[config.mk]
export PLATFORM = sky130hd
export DESIGN_NAME = sltst_top
export DESIGN_NICKNAME = d
export VERILOG_FILES = /design/src/logic/sltst_pkg.sv /design/src/logic/sltst_blink.sv /design/src/logic/sltst_top.sv
export SDC_FILE = /design/constraint.sdc
export NUM_CORES = 1
export LEC_CHECK = 0
export BUFFER_PORTS_ARGS = -buffer_cell sky130_fd_sc_hd__buf_2
export CAP_MARGIN = 20
export CORE_AREA = 5 5 191 193
export DETAILED_ROUTE_END_ITERATION = 6
export DIE_AREA = 0 0 196 198
export HOLD_SLACK_MARGIN = 0.06
export PLACE_DENSITY = 0.6
export SYNTH_ARGS = -nofsm -noshare
export SYNTH_HDL_FRONTEND = slang
export SYNTH_SLANG_ARGS = --single-unit
[constraint.sdc]
create_clock -name clock_i -period 2.5 [get_ports clock_i]
set_input_delay 0.5 -clock clock_i [delete_from_list [all_inputs] [get_ports clock_i]]
set_output_delay 0.5 -clock clock_i [all_outputs]
set_load 0.01 [all_outputs]
[src/logic/sltst_pkg.sv]
package sltst_pkg;
	// Register byte addresses (printed offsets are not multiples of four,
	// so each printed offset is an index and the address is four times it)
	localparam logic [11:0] SLTST_IDX_CUR_MODE = 12'h8CE;
	localparam logic [11:0] SLTST_IDX_MODE_REQ = 12'h8CF;
	localparam logic [11:0] SLTST_IDX_MODE_RES = 12'h8D0;
	localparam logic [11:0] SLTST_IDX_TEST_RES = 12'h8D2;
	localparam logic [11:0] SLTST_IDX_CTRL = 12'h900;
	localparam logic [11:0] SLTST_IDX_IRQ_STAT = 12'h901;
	localparam logic [11:0] SLTST_IDX_IRQ_MASK = 12'h902;
	localparam logic [11:0] SLTST_IDX_LEDS = 12'h903;

	// Operating modes
	localparam logic [15:0] SLTST_MODE_PARAM = 16'h0001;
	localparam logic [15:0] SLTST_MODE_DIAG = 16'h0002;
	localparam logic [15:0] SLTST_MODE_COMM = 16'h0003;
	localparam logic [15:0] SLTST_RESET_MODE = 16'h0003;

	// Mode change outcome codes
	localparam logic [15:0] SLTST_RES_OK = 16'h0000;
	localparam logic [15:0] SLTST_RES_BAD_MODE = 16'h0001;

	// Self-test result codes
	localparam logic [15:0] SLTST_TEST_PASS = 16'h07FF;
	localparam logic [15:0] SLTST_TEST_FAIL_BASE = 16'hF700;
	localparam logic [15:0] SLTST_TEST_NONE = 16'h0000;
	localparam int SLTST_NUM_STEPS = 6;

	// Timing
	localparam int SLTST_CLK_HZ = 100_000_000;
	localparam int SLTST_DIAG_S = 15;
	localparam longint SLTST_DIAG_CYC = longint'(SLTST_DIAG_S) * SLTST_CLK_HZ;
	localparam int SLTST_BLINK_MS = 250;
	localparam int SLTST_BLINK_CYC = SLTST_BLINK_MS * (SLTST_CLK_HZ / 1000);
	localparam int SLTST_PULSE_MS = 50;
	localparam int SLTST_PULSE_CYC = SLTST_PULSE_MS * (SLTST_CLK_HZ / 1000);

	// Interrupt status bits
	localparam int SLTST_IRQ_MODE_DONE = 0;
	localparam int SLTST_IRQ_TEST_PASS = 1;
	localparam int SLTST_IRQ_TEST_FAIL = 2;
	localparam int SLTST_IRQ_HW_FAULT = 3;
	localparam int SLTST_IRQ_W = 4;

	typedef struct packed {
		logic run;
		logic link_activity;
		logic parameter_mode;
		logic token;
		logic error;
		logic comm_error;
		logic ready;
		logic self_test;
	} sltst_leds_t;

	typedef struct packed {
		logic watchdog_fault;
		logic module_error;
		logic comm_error;
		logic ready;
		logic params_invalid;
		logic cyclic_active;
		logic acyclic_event;
		logic token_held;
		logic multi_master;
		logic low_rate;
		logic flash_init;
	} sltst_status_t;

	typedef struct packed {
		logic [SLTST_NUM_STEPS-1:0] fail;
	} sltst_diag_t;

	localparam logic [15:0] SLTST_DEFAULT_DCT = 16'h0010;
endpackage

[src/logic/sltst_blink.sv]
`timescale 1ns/100ps
// Free-running toggle driven from a one-cycle enable
module sltst_blink
	import sltst_pkg::*;
(
	// Clock and reset
	input wire logic clock_i,
	input wire logic rstn_i,
	// Control
	input wire logic tick_i,
	input wire logic [15:0] period_i,
	// Output
	output logic phase_o
);
	logic [15:0] cnt_q;

	always_ff @(posedge clock_i or negedge rstn_i) begin
		if (!rstn_i) begin
			cnt_q <= 16'h0000;
			phase_o <= 1'b0;
		end else if (tick_i) begin
			if (cnt_q >= period_i) begin
				cnt_q <= 16'h0000;
				phase_o <= ~phase_o;
			end else begin
				cnt_q <= cnt_q + 16'h0001;
			end
		end
	end
endmodule // sltst_blink

[src/logic/sltst_top.sv]
// Design decision made here: the APB register port.
`timescale 1ns/100ps
// Operation
// Run LED on normally, off on watchdog or hardware fault.
// Activity LED flashes during cyclic or acyclic traffic, dark otherwise.
// Cyclic flash period from data control time; acyclic one flash per frame.
// Parameter LED on in mode 1, flashes if parameters invalid, else off.
// Token LED steady for one master; multi-master flashes at low rates.
// Error LED on while any module error is present.
// Communication error LED on while a communication error exists.
// Ready LED on when able to communicate or communicating.
// Self-test LED on or flashing in diagnostics, on during flash init.
// Whole diagnostic sequence ends within about fifteen seconds.
// Host writes 2 into mode request word, then raises request.
// Entering mode 2 starts diagnostics without further request.
// Result code stored at end; pass clears self-test LED, fail lights both.
// Pass code 07FF; F700 to F705 name the failed step.
// Host may start cyclic exchange with the exchange start request.
// Mode change outcome stored, then completion handshake raised.
// Successful mode change updates the current mode word.
// Host waits for completion before a new request, then drops it.
module sltst_top
	import sltst_pkg::*;
#(
	parameter longint DIAG_CYCLES = SLTST_DIAG_CYC,
	parameter int BLINK_CYCLES = SLTST_BLINK_CYC,
	parameter int PULSE_CYCLES = SLTST_PULSE_CYC
) (
	// Clock and reset
	input wire logic clock_i,
	input wire logic rstn_i,
	// APB slave
	input wire logic psel_i,
	input wire logic penable_i,
	input wire logic pwrite_i,
	input wire logic [15:0] paddr_i,
	input wire logic [31:0] pwdata_i,
	output logic [31:0] prdata_o,
	output logic pready_o,
	output logic pslverr_o,
	// Host handshakes
	input wire logic mode_change_req_i,
	output logic mode_change_done_o,
	input wire logic exchange_start_request_signal_i,
	output logic exchange_running_o,
	// Module status from the protocol engine and diagnostics hardware
	input wire sltst_status_t status_i,
	input wire sltst_diag_t diag_i,
	// Indicators and interrupt
	output sltst_leds_t leds_o,
	output logic irq_o
);
	typedef enum {ST_IDLE, ST_DIAG, ST_DONE} sltst_state_t;

	function automatic logic addr_is(input logic [15:0] a,
			input logic [11:0] idx);
		addr_is = (a[15:2] == {2'b00, idx});
	endfunction

	// Synchronised pin inputs
	sltst_status_t st_s1_q, st_q;
	sltst_diag_t dg_s1_q, dg_q;
	logic [1:0] req_s_q, xs_s_q;
	logic req_prev_q;

	always_ff @(posedge clock_i or negedge rstn_i) begin
		if (!rstn_i) begin
			st_s1_q <= '0;
			st_q <= '0;
			dg_s1_q <= '0;
			dg_q <= '0;
			req_s_q <= 2'b00;
			xs_s_q <= 2'b00;
			req_prev_q <= 1'b0;
		end else begin
			st_s1_q <= status_i;
			st_q <= st_s1_q;
			dg_s1_q <= diag_i;
			dg_q <= dg_s1_q;
			req_s_q <= {req_s_q[0], mode_change_req_i};
			xs_s_q <= {xs_s_q[0], exchange_start_request_signal_i};
			req_prev_q <= req_s_q[1];
		end
	end

	wire logic req_rise = req_s_q[1] & ~req_prev_q;
	wire logic apb_acc = psel_i & penable_i;
	wire logic apb_wr = apb_acc & pwrite_i;
	wire logic apb_rd = apb_acc & ~pwrite_i;

	// Registers
	logic [15:0] cur_mode_q, mode_req_q, mode_res_q, test_res_q, dct_q;
	logic [SLTST_IRQ_W-1:0] irq_stat_q, irq_mask_q;
	logic mode_done_q;
	sltst_state_t state_q;
	longint diag_cnt_q;
	logic [SLTST_IRQ_W-1:0] ev;

	always_ff @(posedge clock_i or negedge rstn_i) begin
		if (!rstn_i) begin
			mode_req_q <= 16'h0000;
			dct_q <= SLTST_DEFAULT_DCT;
			irq_mask_q <= '0;
		end else if (apb_wr) begin
			if (addr_is(paddr_i, SLTST_IDX_MODE_REQ))
				mode_req_q <= pwdata_i[15:0];
			if (addr_is(paddr_i, SLTST_IDX_CTRL))
				dct_q <= pwdata_i[15:0];
			if (addr_is(paddr_i, SLTST_IDX_IRQ_MASK))
				irq_mask_q <= pwdata_i[SLTST_IRQ_W-1:0];
		end
	end

	// Mode change handling: outcome first, completion one cycle later
	logic res_valid_q;
	always_ff @(posedge clock_i or negedge rstn_i) begin
		if (!rstn_i) begin
			cur_mode_q <= SLTST_RESET_MODE;
			mode_res_q <= SLTST_RES_OK;
			res_valid_q <= 1'b0;
			mode_done_q <= 1'b0;
		end else begin
			res_valid_q <= 1'b0;
			if (!req_s_q[1]) begin
				mode_done_q <= 1'b0;
			end else if (res_valid_q) begin
				mode_done_q <= 1'b1;
			end
			if (req_rise && !mode_done_q) begin
				res_valid_q <= 1'b1;
				if (mode_req_q >= SLTST_MODE_PARAM &&
						mode_req_q <= SLTST_MODE_COMM) begin
					mode_res_q <= SLTST_RES_OK;
					cur_mode_q <= mode_req_q;
				end else begin
					mode_res_q <= SLTST_RES_BAD_MODE;
				end
			end
		end
	end

	// Self-diagnostic sequencer; one counter times the whole run, and any failed step ends it early
	wire logic enter_diag = res_valid_q && cur_mode_q == SLTST_MODE_DIAG &&
		mode_res_q == SLTST_RES_OK;
	logic [15:0] fail_code;
	logic any_fail;
	always_comb begin
		fail_code = SLTST_TEST_PASS;
		any_fail = 1'b0;
		for (int i = SLTST_NUM_STEPS - 1; i >= 0; i--) begin
			if (dg_q.fail[i]) begin
				fail_code = SLTST_TEST_FAIL_BASE + 16'(i);
				any_fail = 1'b1;
			end
		end
	end

	always_ff @(posedge clock_i or negedge rstn_i) begin
		if (!rstn_i) begin
			state_q <= ST_IDLE;
			diag_cnt_q <= 0;
			test_res_q <= SLTST_TEST_NONE;
		end else begin
			case (state_q)
				ST_IDLE, ST_DONE: begin
					if (enter_diag) begin
						state_q <= ST_DIAG;
						diag_cnt_q <= 0;
					end else if (cur_mode_q != SLTST_MODE_DIAG) begin
						state_q <= ST_IDLE;
					end
				end
				ST_DIAG: begin
					if (any_fail || diag_cnt_q >= DIAG_CYCLES - 1) begin
						test_res_q <= fail_code;
						state_q <= ST_DONE;
					end else begin
						diag_cnt_q <= diag_cnt_q + 1;
					end
				end
				default: state_q <= ST_IDLE;
			endcase
		end
	end
	wire logic diag_fail = (state_q == ST_DONE) &&
		(test_res_q != SLTST_TEST_PASS);

	// Interrupt status: hardware set wins over read clear
	always_comb begin
		ev = '0;
		ev[SLTST_IRQ_MODE_DONE] = res_valid_q;
		ev[SLTST_IRQ_TEST_PASS] = state_q == ST_DIAG && !any_fail &&
			diag_cnt_q >= DIAG_CYCLES - 1;
		ev[SLTST_IRQ_TEST_FAIL] = state_q == ST_DIAG && any_fail;
		ev[SLTST_IRQ_HW_FAULT] = st_q.watchdog_fault;
	end
	always_ff @(posedge clock_i or negedge rstn_i) begin
		if (!rstn_i)
			irq_stat_q <= '0;
		else if (apb_rd && addr_is(paddr_i, SLTST_IDX_IRQ_STAT))
			irq_stat_q <= (irq_stat_q & ~prdata_o[SLTST_IRQ_W-1:0]) | ev;
		else
			irq_stat_q <= irq_stat_q | ev;
	end

	// Slow tick and blinkers
	logic tick_q;
	logic [31:0] tick_cnt_q;
	always_ff @(posedge clock_i or negedge rstn_i) begin
		if (!rstn_i) begin
			tick_cnt_q <= 32'h00000000;
			tick_q <= 1'b0;
		end else begin
			tick_q <= 1'b0;
			if (tick_cnt_q >= 32'(BLINK_CYCLES / 64 + 1)) begin
				tick_cnt_q <= 32'h00000000;
				tick_q <= 1'b1;
			end else begin
				tick_cnt_q <= tick_cnt_q + 32'h00000001;
			end
		end
	end

	logic slow_ph, dct_ph;
	sltst_blink u_slow (
		.clock_i(clock_i),
		.rstn_i(rstn_i),
		.tick_i(tick_q),
		.period_i(16'h003F),
		.phase_o(slow_ph)
	);
	sltst_blink u_dct (
		.clock_i(clock_i),
		.rstn_i(rstn_i),
		.tick_i(tick_q),
		.period_i(dct_q),
		.phase_o(dct_ph)
	);

	// One visible flash per acyclic frame; a new frame restarts it
	logic acy_prev_q;
	logic [31:0] pulse_q;
	always_ff @(posedge clock_i or negedge rstn_i) begin
		if (!rstn_i) begin
			acy_prev_q <= 1'b0;
			pulse_q <= 32'h00000000;
		end else begin
			acy_prev_q <= st_q.acyclic_event;
			if (st_q.acyclic_event && !acy_prev_q)
				pulse_q <= 32'(PULSE_CYCLES);
			else if (pulse_q != 32'h00000000)
				pulse_q <= pulse_q - 32'h00000001;
		end
	end

	// Exchange start is held by the host as a level
	wire logic cyclic_on = st_q.cyclic_active &&
		cur_mode_q == SLTST_MODE_COMM;
	sltst_leds_t led_d;
	always_comb begin
		led_d.run = ~st_q.watchdog_fault;
		if (cyclic_on)
			led_d.link_activity = dct_ph;
		else
			led_d.link_activity = pulse_q != 32'h00000000;
		if (cur_mode_q != SLTST_MODE_PARAM)
			led_d.parameter_mode = 1'b0;
		else if (st_q.params_invalid)
			led_d.parameter_mode = slow_ph;
		else
			led_d.parameter_mode = 1'b1;
		if (!st_q.token_held)
			led_d.token = 1'b0;
		else if (st_q.multi_master && st_q.low_rate)
			led_d.token = slow_ph;
		else
			led_d.token = 1'b1;
		led_d.error = st_q.module_error | diag_fail;
		led_d.comm_error = st_q.comm_error;
		led_d.ready = st_q.ready | cyclic_on;
		led_d.self_test = (state_q == ST_DIAG) | diag_fail |
			st_q.flash_init;
	end

	// Read mux
	logic [31:0] rd_d;
	always_comb begin
		rd_d = 32'h00000000;
		if (addr_is(paddr_i, SLTST_IDX_CUR_MODE))
			rd_d = {16'h0000, cur_mode_q};
		else if (addr_is(paddr_i, SLTST_IDX_MODE_REQ))
			rd_d = {16'h0000, mode_req_q};
		else if (addr_is(paddr_i, SLTST_IDX_MODE_RES))
			rd_d = {16'h0000, mode_res_q};
		else if (addr_is(paddr_i, SLTST_IDX_TEST_RES))
			rd_d = {16'h0000, test_res_q};
		else if (addr_is(paddr_i, SLTST_IDX_CTRL))
			rd_d = {16'h0000, dct_q};
		else if (addr_is(paddr_i, SLTST_IDX_IRQ_STAT))
			rd_d = {28'h0000000, irq_stat_q};
		else if (addr_is(paddr_i, SLTST_IDX_IRQ_MASK))
			rd_d = {28'h0000000, irq_mask_q};
		else if (addr_is(paddr_i, SLTST_IDX_LEDS))
			rd_d = {24'h000000, leds_o};
	end

	// Zero-wait APB; unmapped addresses answer with an error
	wire logic mapped = rd_d != 32'h00000000 ||
		addr_is(paddr_i, SLTST_IDX_CUR_MODE) ||
		addr_is(paddr_i, SLTST_IDX_MODE_REQ) ||
		addr_is(paddr_i, SLTST_IDX_MODE_RES) ||
		addr_is(paddr_i, SLTST_IDX_TEST_RES) ||
		addr_is(paddr_i, SLTST_IDX_CTRL) ||
		addr_is(paddr_i, SLTST_IDX_IRQ_STAT) ||
		addr_is(paddr_i, SLTST_IDX_IRQ_MASK) ||
		addr_is(paddr_i, SLTST_IDX_LEDS);
	always_ff @(posedge clock_i or negedge rstn_i) begin
		if (!rstn_i) begin
			prdata_o <= 32'h00000000;
			pready_o <= 1'b0;
			pslverr_o <= 1'b0;
		end else begin
			pready_o <= psel_i & ~penable_i;
			pslverr_o <= psel_i & ~penable_i & ~mapped;
			if (psel_i & ~penable_i & ~pwrite_i)
				prdata_o <= rd_d;
		end
	end

	always_ff @(posedge clock_i or negedge rstn_i) begin
		if (!rstn_i) begin
			leds_o <= '0;
			irq_o <= 1'b0;
			mode_change_done_o <= 1'b0;
			exchange_running_o <= 1'b0;
		end else begin
			leds_o <= led_d;
			irq_o <= |(irq_stat_q & irq_mask_q);
			mode_change_done_o <= mode_done_q;
			exchange_running_o <= xs_s_q[1] &&
				cur_mode_q == SLTST_MODE_COMM;
		end
	end
endmodule // sltst_top

; Yosys cells after proc, flatten, opt, wreduce, memory -nomap -nowiden
; Index checks and enable logic that the tools add are counted.
[op_classes]
n_reduce_logical = 42
mux = 43
eq_ne = 22
order_cmp = 6
bitwise_logic = 23
addsub = 5
[op_table]
columns = cell, count
row1 = two-way mux 32 bit, 7
row2 = two-way mux 16 bit, 12
row3 = two-way mux 64 bit, 2
row4 = case mux 64 bit (2 select lines), 1
row5 = "== test 14 x 12 -> 1 bit, second input constant", 8
row6 = "adder 64 x 2 -> 64 bit, second input constant", 1
row7 = "== test 32 x 2 -> 1 bit, second input constant", 2
row8 = ">= comparator 64 x 32 -> 1 bit, second input constant", 1
row9 = case mux 32 bit (2 select lines), 1
row10 = nonzero test 32 bit, 2
row11 = "adder 16 x 1 -> 16 bit, second input constant", 2
row12 = "adder 32 x 1 -> 32 bit, second input constant", 1
row13 = "== test 16 x 2 -> 1 bit, second input constant", 2
row14 = "== test 32 x 1 -> 1 bit, second input constant", 1
row15 = "== test 32 x 3 -> 1 bit, second input constant", 1
row16 = ">= comparator 32 x 19 -> 1 bit, second input constant", 1
row17 = logical NOT 32 bit, 1
row18 = "subtractor 32 x 1 -> 32 bit, second input constant", 1
row19 = two-way mux 8 bit, 3
row20 = ">= comparator 16 x 1 -> 1 bit, second input constant", 1
row21 = >= comparator 16 bit, 1
row22 = ">= comparator 16 x 6 -> 1 bit, second input constant", 1
row23 = "<= comparator 16 x 2 -> 1 bit, second input constant", 1
row24 = logical NOT 16 bit, 1
row25 = other kinds (22), 86
[totals]
out_inout_bits = 45
reg_bits = 370
inputBits = 72
elab_cells = 201

; Depth between registers and ports, before layout
; Gate-level depths: netlist (run 1).
[logic_depth]
word_depth = 20
mapped_depth = 11
mapped_depth_nobuf = 10

; By module
; From an unflattened synthesis (run 1), not the netlist that was laid out.
[unflattened]
cells_unflattened = 1409
area_unflattened_um2 = 14407.6
[modules_own_cells]
columns = mod, instances, cells_per_inst, area_per_inst_um2
row1 = sltst_top, 1, 1123, 11822.6
row2 = sltst_blink, 2, 143, 1292.5

; Least setup slack after synthesis (run 1)
; No wires, ideal clock.
[synth_timing]
path_kind = input port to flip-flop
startpoint = input paddr_i[12]
endpoint = register dct_q[10]
setup_time_ps = 125
setup_slack_ps = -43
cell_stages = 8
required_ps = 2375
arrival_time_ps = 2418
n_path_buf = 1
path_cell_list = nor4b_1 nand2_1 nor2_1 nand3_1 nor3_2 nand2_1 clkbuf_1 mux2_2
[synth_between]
elab_chain_len = 2
[synth_rtl]
columns = item, line
row1 = start: declaration, sltst_top.sv:36  ; input wire logic [15:0] paddr_i,
row2 = == test 14 x 12 -> 1 bit, sltst_top.sv:57  ; addr_is = (a[15:2] == {2'b00, idx});
row3 = AND reduction 2 bit (no line), n/a
row4 = end signal: assignment, sltst_top.sv:108  ; dct_q <= pwdata_i[15:0];
row5 = end: declaration, sltst_top.sv:92  ; logic [15:0] cur_mode_q, mode_req_q, mode_res_q, test_res_q, dct_q;
; No other way between the ends.
; A chain may end at the register's enable or synchronous reset.

; Worst setup path in the final report (run 1)
[layout_timing]
startpoint = register diag_cnt_q[53] (netlist bit)
endpoint = register diag_cnt_q[39] (netlist bit)
[layout_between]
elab_chain_len = 4
[layout_rtl]
columns = item, line
row1 = start: declaration, sltst_top.sv:96  ; longint diag_cnt_q;
row2 = start signal: assignment, sltst_top.sv:178  ; diag_cnt_q <= diag_cnt_q + 1;
row3 = >= comparator 64 x 32 -> 1 bit, sltst_top.sv:174  ; if (any_fail || diag_cnt_q >= DIAG_CYCLES - 1) begin
row4 = logical OR 1 bit, sltst_top.sv:174
row5 = != test 2 bit (no line), n/a
row6 = AND reduction 3 bit (no line), n/a
; No other way between the ends.

==> reports/metrics.yaml, run 1 <==
finClkSkew_ps: 11.2
drc_errors: 0
die_w_um: 196
synth_top_family_by_area: "simple AND/OR/NAND/NOR gates"
nFillCells: 3180
hold_path_class: "in2reg"
pin_count: 117
syn_avg_cell_area_um2: 10.4
clk_latency_ps: 510
peakVddDrop_uv: 638
maxCapViolCount: 0
clock.fmax_mhz: 370
status: "complete, but fails checks"
final_area_um2: 17500
synthMuxAreaShare_pct: 4.96
final_layout_size_suffix_gt1_share_pct: 28.2
grt_start_max_net_pins: 96
power.density_nw_per_um2: 613
track_usage_pct: 17.2
synth.ff_latch_count: 299
crit_required_ps: 2920
critPathLaunchType: "flip-flop"
hold-worst-slack_ps: 102
final_cells: 2060
cts_tree: "yes"
area_delta_synth_final_pct: 28.5
multi_input_area_um2: 6260
dp_cells: 1979
finalCritPeriodShare_pct: 108
grt_pass1_wl_um: 55200
clock_sinks: 299
die-area_um2: 38800
fin_util_pct: 50.9
clk_pin_slew_ps: 60
yosysWarnings: 0
synth_compound_area_share_pct: 10.5
cts_buffers: 34
setup_viol: 37
clockBufferDepth: 3
fin_crit_ps: 2700
start_util_pct: 39.6
relSlewSlack_pct: 54.3
synth_xor_area_share_pct: 4.44
rsz0062_at_grt: "true"
worst_pin_slew_ps: 686
finalPower_w: 0.0107
postSynthCellCount: 1307
critPathMaxFanout: 12
finalHoldViolCount: 0
grt_antenna_before_repair: 0
slew_viol_final: 0
synth_edf_count: 0
rows: 68
layout_setup_ws_ps: -203
syn_area_um2: 13600
violations: "setup timing"
wirelength_um: 33900
ys_seq_area_share_pct: 55.0
seq_area_um2: 7490
yosysUniqueCellTypes: 62
port_buffers: 82
cp-end-kind: "flip-flop"
ys.flop_type: "dfrtp_1"
arrival_ps: 3130
root_buffer: "clkbuf_16"
overflow: 0
avgRoutedWirePerCell_um: 16.4
place_area_um2: 15700
nNetsFinal: 1676
via_per_inst: 5.24
synthArstFlopShare_pct: 100
dp_hpwl_um: 23600
drt_iter0_drc: 614
die_h_um: 198
leakagePower_nw: 7.90
htree_levels: 2
place.gp.congestion: 0.832
synth-simple-area-share_pct: 20.0
grt_pass1_vias: 10700
crit_type: "reg2reg"
vias: 10800
diodes: 0
drt.antenna.violating_nets: 0
drtPass1Iterations: 5
synthAdderAreaFrac_pct: 2.02
core-area_um2: 34400
==> layout make-up <==
class | count | area share [%]
multi-input combinational | 945 | 35.8
tap | 455 | 3.26
sequential | 299 | 42.8
clock inverter | 15 | 0.780
inverter | 40 | 0.859
clock buffer | 44 | 5.49
timing repair buffer | 262 | 11.0
==> flip-flops by register name, indices dropped and copies added (netlist names), 2 cells and up <==
register,count
diag_cnt_q,64
pulse_q,32
tick_cnt_q,32
cur_mode_q,16
dct_q,16
mode_req_q,16
prdata_o,16
u_dct.cnt_q,16
u_slow.cnt_q,16
st_s1_q,11
st_q,9
leds_o,8
dg_q,6
dg_s1_q,6
test_res_q,6
irq_mask_q,4
irq_stat_q,4
req_s_q,2
state_q,2
xs_s_q,2
==> synthesized netlist by cell type, drive strengths merged, types with 18 or more instances <==
cell      n  area share, %
dfrtp   296             54
nor2    148            4.1
nand2    84            2.3
a21oi    83            3.1
o21ai    71            2.6
nand3    45            1.7
or3      43            2.0
mux2     42            3.5
xor2     41            2.6
inv      40            1.1
nor4     32            1.5
clkbuf   28           0.77
xnor2    28            1.8
and3     26            1.2
nor2b    26            1.2
buf      25            1.1
nor3     23           0.97
ha       22            2.0
nand4    21           0.97
or4      20            1.1
mux2i    18            1.3
==> power breakdown <==
group	total, W	switching [W]	internal [W]
Clock	0.00487	0.00195	0.00292
Sequential	0.00518	0.000148	0.00503
Combinational	0.000665	0.000387	0.000278
==> layout by cell type, fill, tap and decap left out, drive strengths merged, types with 10 or more instances in the layout <==
master	Yosys	final
or3	43	43
o31ai	14	14
dfrtp	296	296
nand3	45	45
or4	20	20
clkbuf	28	44
mux2i	18	18
nor4	32	32
buf	25	260
inv	40	41
ha	22	22
nor2	148	148
conb	1	29
nand2	84	85
o21ai	71	72
xor2	41	41
nor2b	26	26
o211ai	15	15
xnor2	28	28
and2	10	10
and3	26	26
mux2	42	42
a21oi	83	83
nor3	23	23
nand4	21	21
nand2b	12	12
==> kinds of logic (layout without fill, tap and decap cells) <==
logic type | after synthesis | after routing
and+or+nand+nor | 521 | 522
DFF | 299 | 299
AOI/OAI and AO/OA | 241 | 242
buffers and inverters | 93 | 361
xor gates and xnor gates | 69 | 69
muxes | 61 | 61
adders and majority gates | 22 | 22
other | 1 | 29
==> stage by stage <==
step                setup WS (ps)  TNS [ps]
floorplan                    31.2         0
global placement             -352     -7710
detailed placement           -363     -8700
CTS                          -188     -3370
global route                 -418    -12830
finish                       -203     -3950
==> timing repair <==
action                     CTS  global route
buffers inserted            12             6
setup endpoints to repair   49            81
hold buffers                 1             0
cloned                       3             2
hold endpoints to repair    24             0
resized for setup           39            70
pin swaps                   31            25
==> final timing paths <==
path / from / endpoint / slack, ps / cells after the start
max in group asynchronous: rstn_i / dct_q[4]$_DFFE_PN1P_ / 1250 / 3
min: status_i[1] / st_s1_q[1]$_DFF_PN0_ / 100 / 1
min reg2reg: dg_s1_q[5]$_DFF_PN0_ / dg_q[5]$_DFF_PN0_ / 350 / 0
min in group asynchronous: rstn_i / tick_cnt_q[29]$_DFF_PN0_ / 450 / 2
max reg2reg: diag_cnt_q[53]$_DFFE_PN0P_ / diag_cnt_q[39]$_DFFE_PN0P_ / -200 / 11
max: diag_cnt_q[53]$_DFFE_PN0P_ / diag_cnt_q[39]$_DFFE_PN0P_ / -200 / 11
==> layer usage <==
| layer | vias to the layer above | GRT usage, % | part of all wire (%) |
|---|---|---|---|
| li1 | 5174 | - | - |
| met1 | 5346 | 24.6 | 47 |
| met2 | 230 | 27.2 | 46 |
| met3 | 52 | 2.72 | 5.0 |
| met4 | 0 | 5.30 | 2.4 |
| met5 | - | 0 | 0 |
==> critical path: stages, from the launching register on <==
cell and delay [ps]:
dfrtp_1 380, nor4_2 300, buf_4 160, nand3_2 70, nor3_2 200, o21ai_2 100
nor4b_4 280, buf_4 250, o211ai_1 130, buf_4 180, or4_1 400, a21oi_1 160
(Power assumes the default switching activity.)
==> run 2: changes to the inputs <==
--- a/config.mk
+++ b/config.mk
@@ -5,11 +5,12 @@
 export SDC_FILE = /design/constraint.sdc
 export NUM_CORES = 1
 export LEC_CHECK = 0
+export ABC_AREA = 1
 export BUFFER_PORTS_ARGS = -buffer_cell sky130_fd_sc_hd__buf_2
 export CAP_MARGIN = 20
-export CORE_AREA = 5 5 191 193
+export CORE_AREA = 5 5 205 207
 export DETAILED_ROUTE_END_ITERATION = 6
-export DIE_AREA = 0 0 196 198
+export DIE_AREA = 0 0 210 212
 export HOLD_SLACK_MARGIN = 0.06
 export PLACE_DENSITY = 0.6
 export SYNTH_ARGS = -nofsm -noshare
==> run 2 against run 1 <==
  * The flow now finishes without violations
  * Flip-flop and latch count did not move
  * Fmax rose by 19%
  * Sequential power fell by 1%
  * Synthesized area rose by 16%
  * Hold slack got worse by 24 ps
  * Wire length rose by 28%
  * Via count rose by 27%
  * Setup slack improved by 430 ps
  * Clock power rose by 14%
  * Final cell count rose by 34%
  * Final area rose by 5.2%
  * Critical path depth did not move
==> reports/metrics.yaml, run 2 <==
synthTopCellsByCount: "nand2_1, nor2_1, dfrtp_1, inv_1, nand3_1"
synthArstFlopShare_pct: 100  # unchanged
die_w_um: 210  # +7.1%
critPathMaxStageDelay_ps: 460  # +60 ps
maxCapViolCount: 0  # unchanged
ys.flop_type: "dfrtp_1"
clk_latency_ps: 530  # +20 ps
p_switching_w: 0.00258  # +3.7%
intPower_w: 0.00870  # +5.8%
finClkSkew_ps: 13.1  # +1.85 ps
drtPass1Iterations: 6  # +1
dp_hpwl_um: 32900  # +39%
die_h_um: 212  # +7.1%
die-area_um2: 44500  # +15%
worst_pin_slew_ps: 631  # -55.6 ps
via_per_inst: 4.94  # -5.8%
crit_path_top_delay_cell: "dfrtp_1"
slew_viol_final: 0  # unchanged
drt.antenna.violating_nets: 0  # unchanged
port_buffers: 82  # unchanged
grt_start_max_net_pins: 64  # -33%
nFillCells: 4037  # +27%
yosys.area.top_type: "dfrtp_1"
rsz0062_at_grt: "false"
final_cells: 2769  # +34%
peakVddDrop_uv: 356  # -44%
critPathMaxFanout: 26  # +14
regMostFlops: "diag_cnt_q"
met3WireLength_um: 2380  # +40%
power_frac_comb_pct: 5.4  # -0.8 points
largest_reg_flops: 64  # unchanged
core-area_um2: 40200  # +17%
pin_count: 117  # unchanged
worstPathCellList: "inv_1 > nand3_1 > nor2_1 > nand2_1 > nor2_1 > nand4_1 > nand2_2 > nand3_4 > buf_4 > nand3_1 > nand2_1"
ys_seq_area_share_pct: 47.4  # -7.6 points
clock_sinks: 299  # unchanged
grt_pass1_wl_um: 70500  # +28%
place.gp.congestion: 0.950  # +14%
root_buffer: "clkbuf_16"
path_buf_inv: 2  # -1
cts_setup_buffers: 0  # -12
grt_pass1_vias: 12800  # +20%
rows: 74  # +8.8%
power.density_nw_per_um2: 613  # +0.10%
status: "finished, final reports clean"
grt_antenna_before_repair: 2  # +2
setup_viol: 0  # -100%
setup_tns_ps: 0  # +3950 ps
hold_path_class: "in2reg"
postSynthCellCount: 2077  # +59%
sequentialPowerShare_pct: 45.4  # -2.9 points
fin_crit_ps: 2270  # -433 ps
final_area_um2: 18400  # +5.2%
finalPower_w: 0.0113  # +5.3%
diodes: 0  # unchanged
clk_pin_slew_ps: 60  # about the same
synth.ff_latch_count: 299  # unchanged
track_usage_pct: 19.6  # +2.4 points
clockBufferDepth: 3  # unchanged
avgRoutedWirePerCell_um: 15.7  # -4.5%
synth_most_common_cell: "nand2_1"
top_layer_used: "met5"
htree_levels: 2  # unchanged
critPathLaunchType: "flip-flop"
yosysUniqueCellTypes: 49  # -21%
synth_compound_area_share_pct: 5.67  # -4.9 points
finalHoldViolCount: 0  # unchanged
cts_buffers: 35  # +2.9%
yosysWarnings: 0  # unchanged
crit_type: "reg2reg"
wirelength_um: 43500  # +28%
top_regs: "diag_cnt_q (64), pulse_q (32), tick_cnt_q (32)"
synthAdderAreaFrac_pct: 1.74  # -0.28 points
area_delta_synth_final_pct: 16.4
drc_errors: 0  # unchanged
leakagePower_nw: 8.50  # +7.6%
layout_common_cells: "nand2_1, nor2_1, dfrtp_1"
vias: 13700  # +27%
syn_area_um2: 15800  # +16%
synth_area_leaders: "dfrtp_1, nand2_1, nor2_1"
route.layer.met1.wl_um: 20900  # +33%
synth_edf_count: 0  # unchanged
overflow: 0  # unchanged
drt_iter0_drc: 1058  # +72%
yosysTopAreaCellShare_pct: 46.9  # -7.6 points
cp-end-kind: "flip-flop"
synth-simple-area-share_pct: 33.0  # +13 points
dp_cells: 2698  # +36%
cts_tree: "yes"
p_sw_share_pct: 22.9  # -0.35 points
synth_xor_area_share_pct: 4.60  # +0.16 points
relSlewSlack_pct: 57.9  # +3.6 points
finalCritPeriodShare_pct: 90.8  # -17 points
nNetsFinal: 2307  # +38%
crit_required_ps: 2910  # about the same
place_area_um2: 17000  # +8.4%
crit_family: "simple AND/OR/NAND/NOR gates"
syn_avg_cell_area_um2: 7.61  # -27%
arrival_ps: 2680  # -450 ps
met2_wirelength_um: 19400  # +24%
synth_top_family_by_area: "simple AND/OR/NAND/NOR gates"
final_layout_size_suffix_gt1_share_pct: 9.48  # -19 points
start_util_pct: 39.3  # -0.26 points
fin_util_pct: 45.8  # -5.1 points
pwr-share-clk_pct: 49.1  # +3.7 points
synthMuxAreaShare_pct: 0  # -5.0 points
final_common_cell: "nand2_1"
clock.fmax_mhz: 441  # +19%
[run 2: changes by cell type after synthesis, moves of 25 or more]
cell	change
and3_1	-25
nand4_1	+35
nand3_1	+121
nor2b_1	-26
mux2_2	-42
nor3_1	+44
nor2_1	+190
inv_1	+176
a21oi_1	-41
nand2_1	+458
or3_1	-43
[run 2: metal layers]
metal | vias to the layer above | track usage [%]
met3 | 56 | 3.29
met1 | 6425 | 29.0
met2 | 303 | 30.5
met4 | 4 | 4.34
li1 | 6886 | -
met5 | - | 0
[run 2: final cells by class]
type	count	area (um2)	area share, %
Inverter	224	841	4.57
Sequential cell	299	7490	40.7
Timing Repair Buffer	136	938	5.10
Clock buffer	40	925	5.03
Clock inverter	21	320	1.74
Multi-Input combinational cell	1517	7220	39.2
Tap cell	532	666	3.62
[run 2: worst register-to-register path: cells and delay by family, from the launching register on]
family	cells	cell delay, ps
buffers and inverters	2	400
DFF	1	460
and+or+nand+nor	9	1300
[run 2: through the flow]
stage / hold WS (ps) / worst slack, ps
6_report: 78.0 / 231
4_1_cts: 60.2 / 291
3_5_place_dp: 335 / 242
5_1_grt: 61.0 / 28.1
3_3_place_gp: 333 / 250
2_1_floorplan: 204 / 521
[run 2: final timing paths]
check	from	to	slack, ps	cells after the start
max in group asynchronous	rstn_i	dct_q[4]$_DFFE_PN1P_	1310	3
worst max register to register	diag_cnt_q[33]$_DFFE_PN0P_	diag_cnt_q[48]$_DFFE_PN0P_	230	11
min in group asynchronous	rstn_i	dg_q[5]$_DFF_PN0_	460	2
worst min register to register	st_s1_q[4]$_DFF_PN0_	st_q[4]$_DFF_PN0_	350	0
worst min-delay path	status_i[7]	st_s1_q[7]$_DFF_PN0_	80	1
worst max-delay path	diag_cnt_q[33]$_DFFE_PN0P_	diag_cnt_q[48]$_DFFE_PN0P_	230	11
[run 2: cell families after synthesis]
logic type                 count (synthesis)
other                                      1
buffers and inverters                    289
DFF                                      299
AOI/OAI and AO/OA                        163
adders and majority gates                 22
xor gates and xnor gates                  83
and+or+nand+nor                         1220
[run 2: timing repair]
item / 4_1_cts / 5_1_grt
hold endpoints to repair: 47 / 1
gates resized for setup: 0 / 0
hold buffers: 9 / 1
[run 2: power groups by stage]
stage                     clock network, W  logic, W  registers, W
after floorplan                          0  0.000345       0.00518
after global placement                   0  0.000595       0.00521
after detailed placement                 0  0.000608       0.00521
after CTS                          0.00569  0.000621       0.00512
after global routing               0.00591  0.000698       0.00514
final                              0.00554  0.000613       0.00513
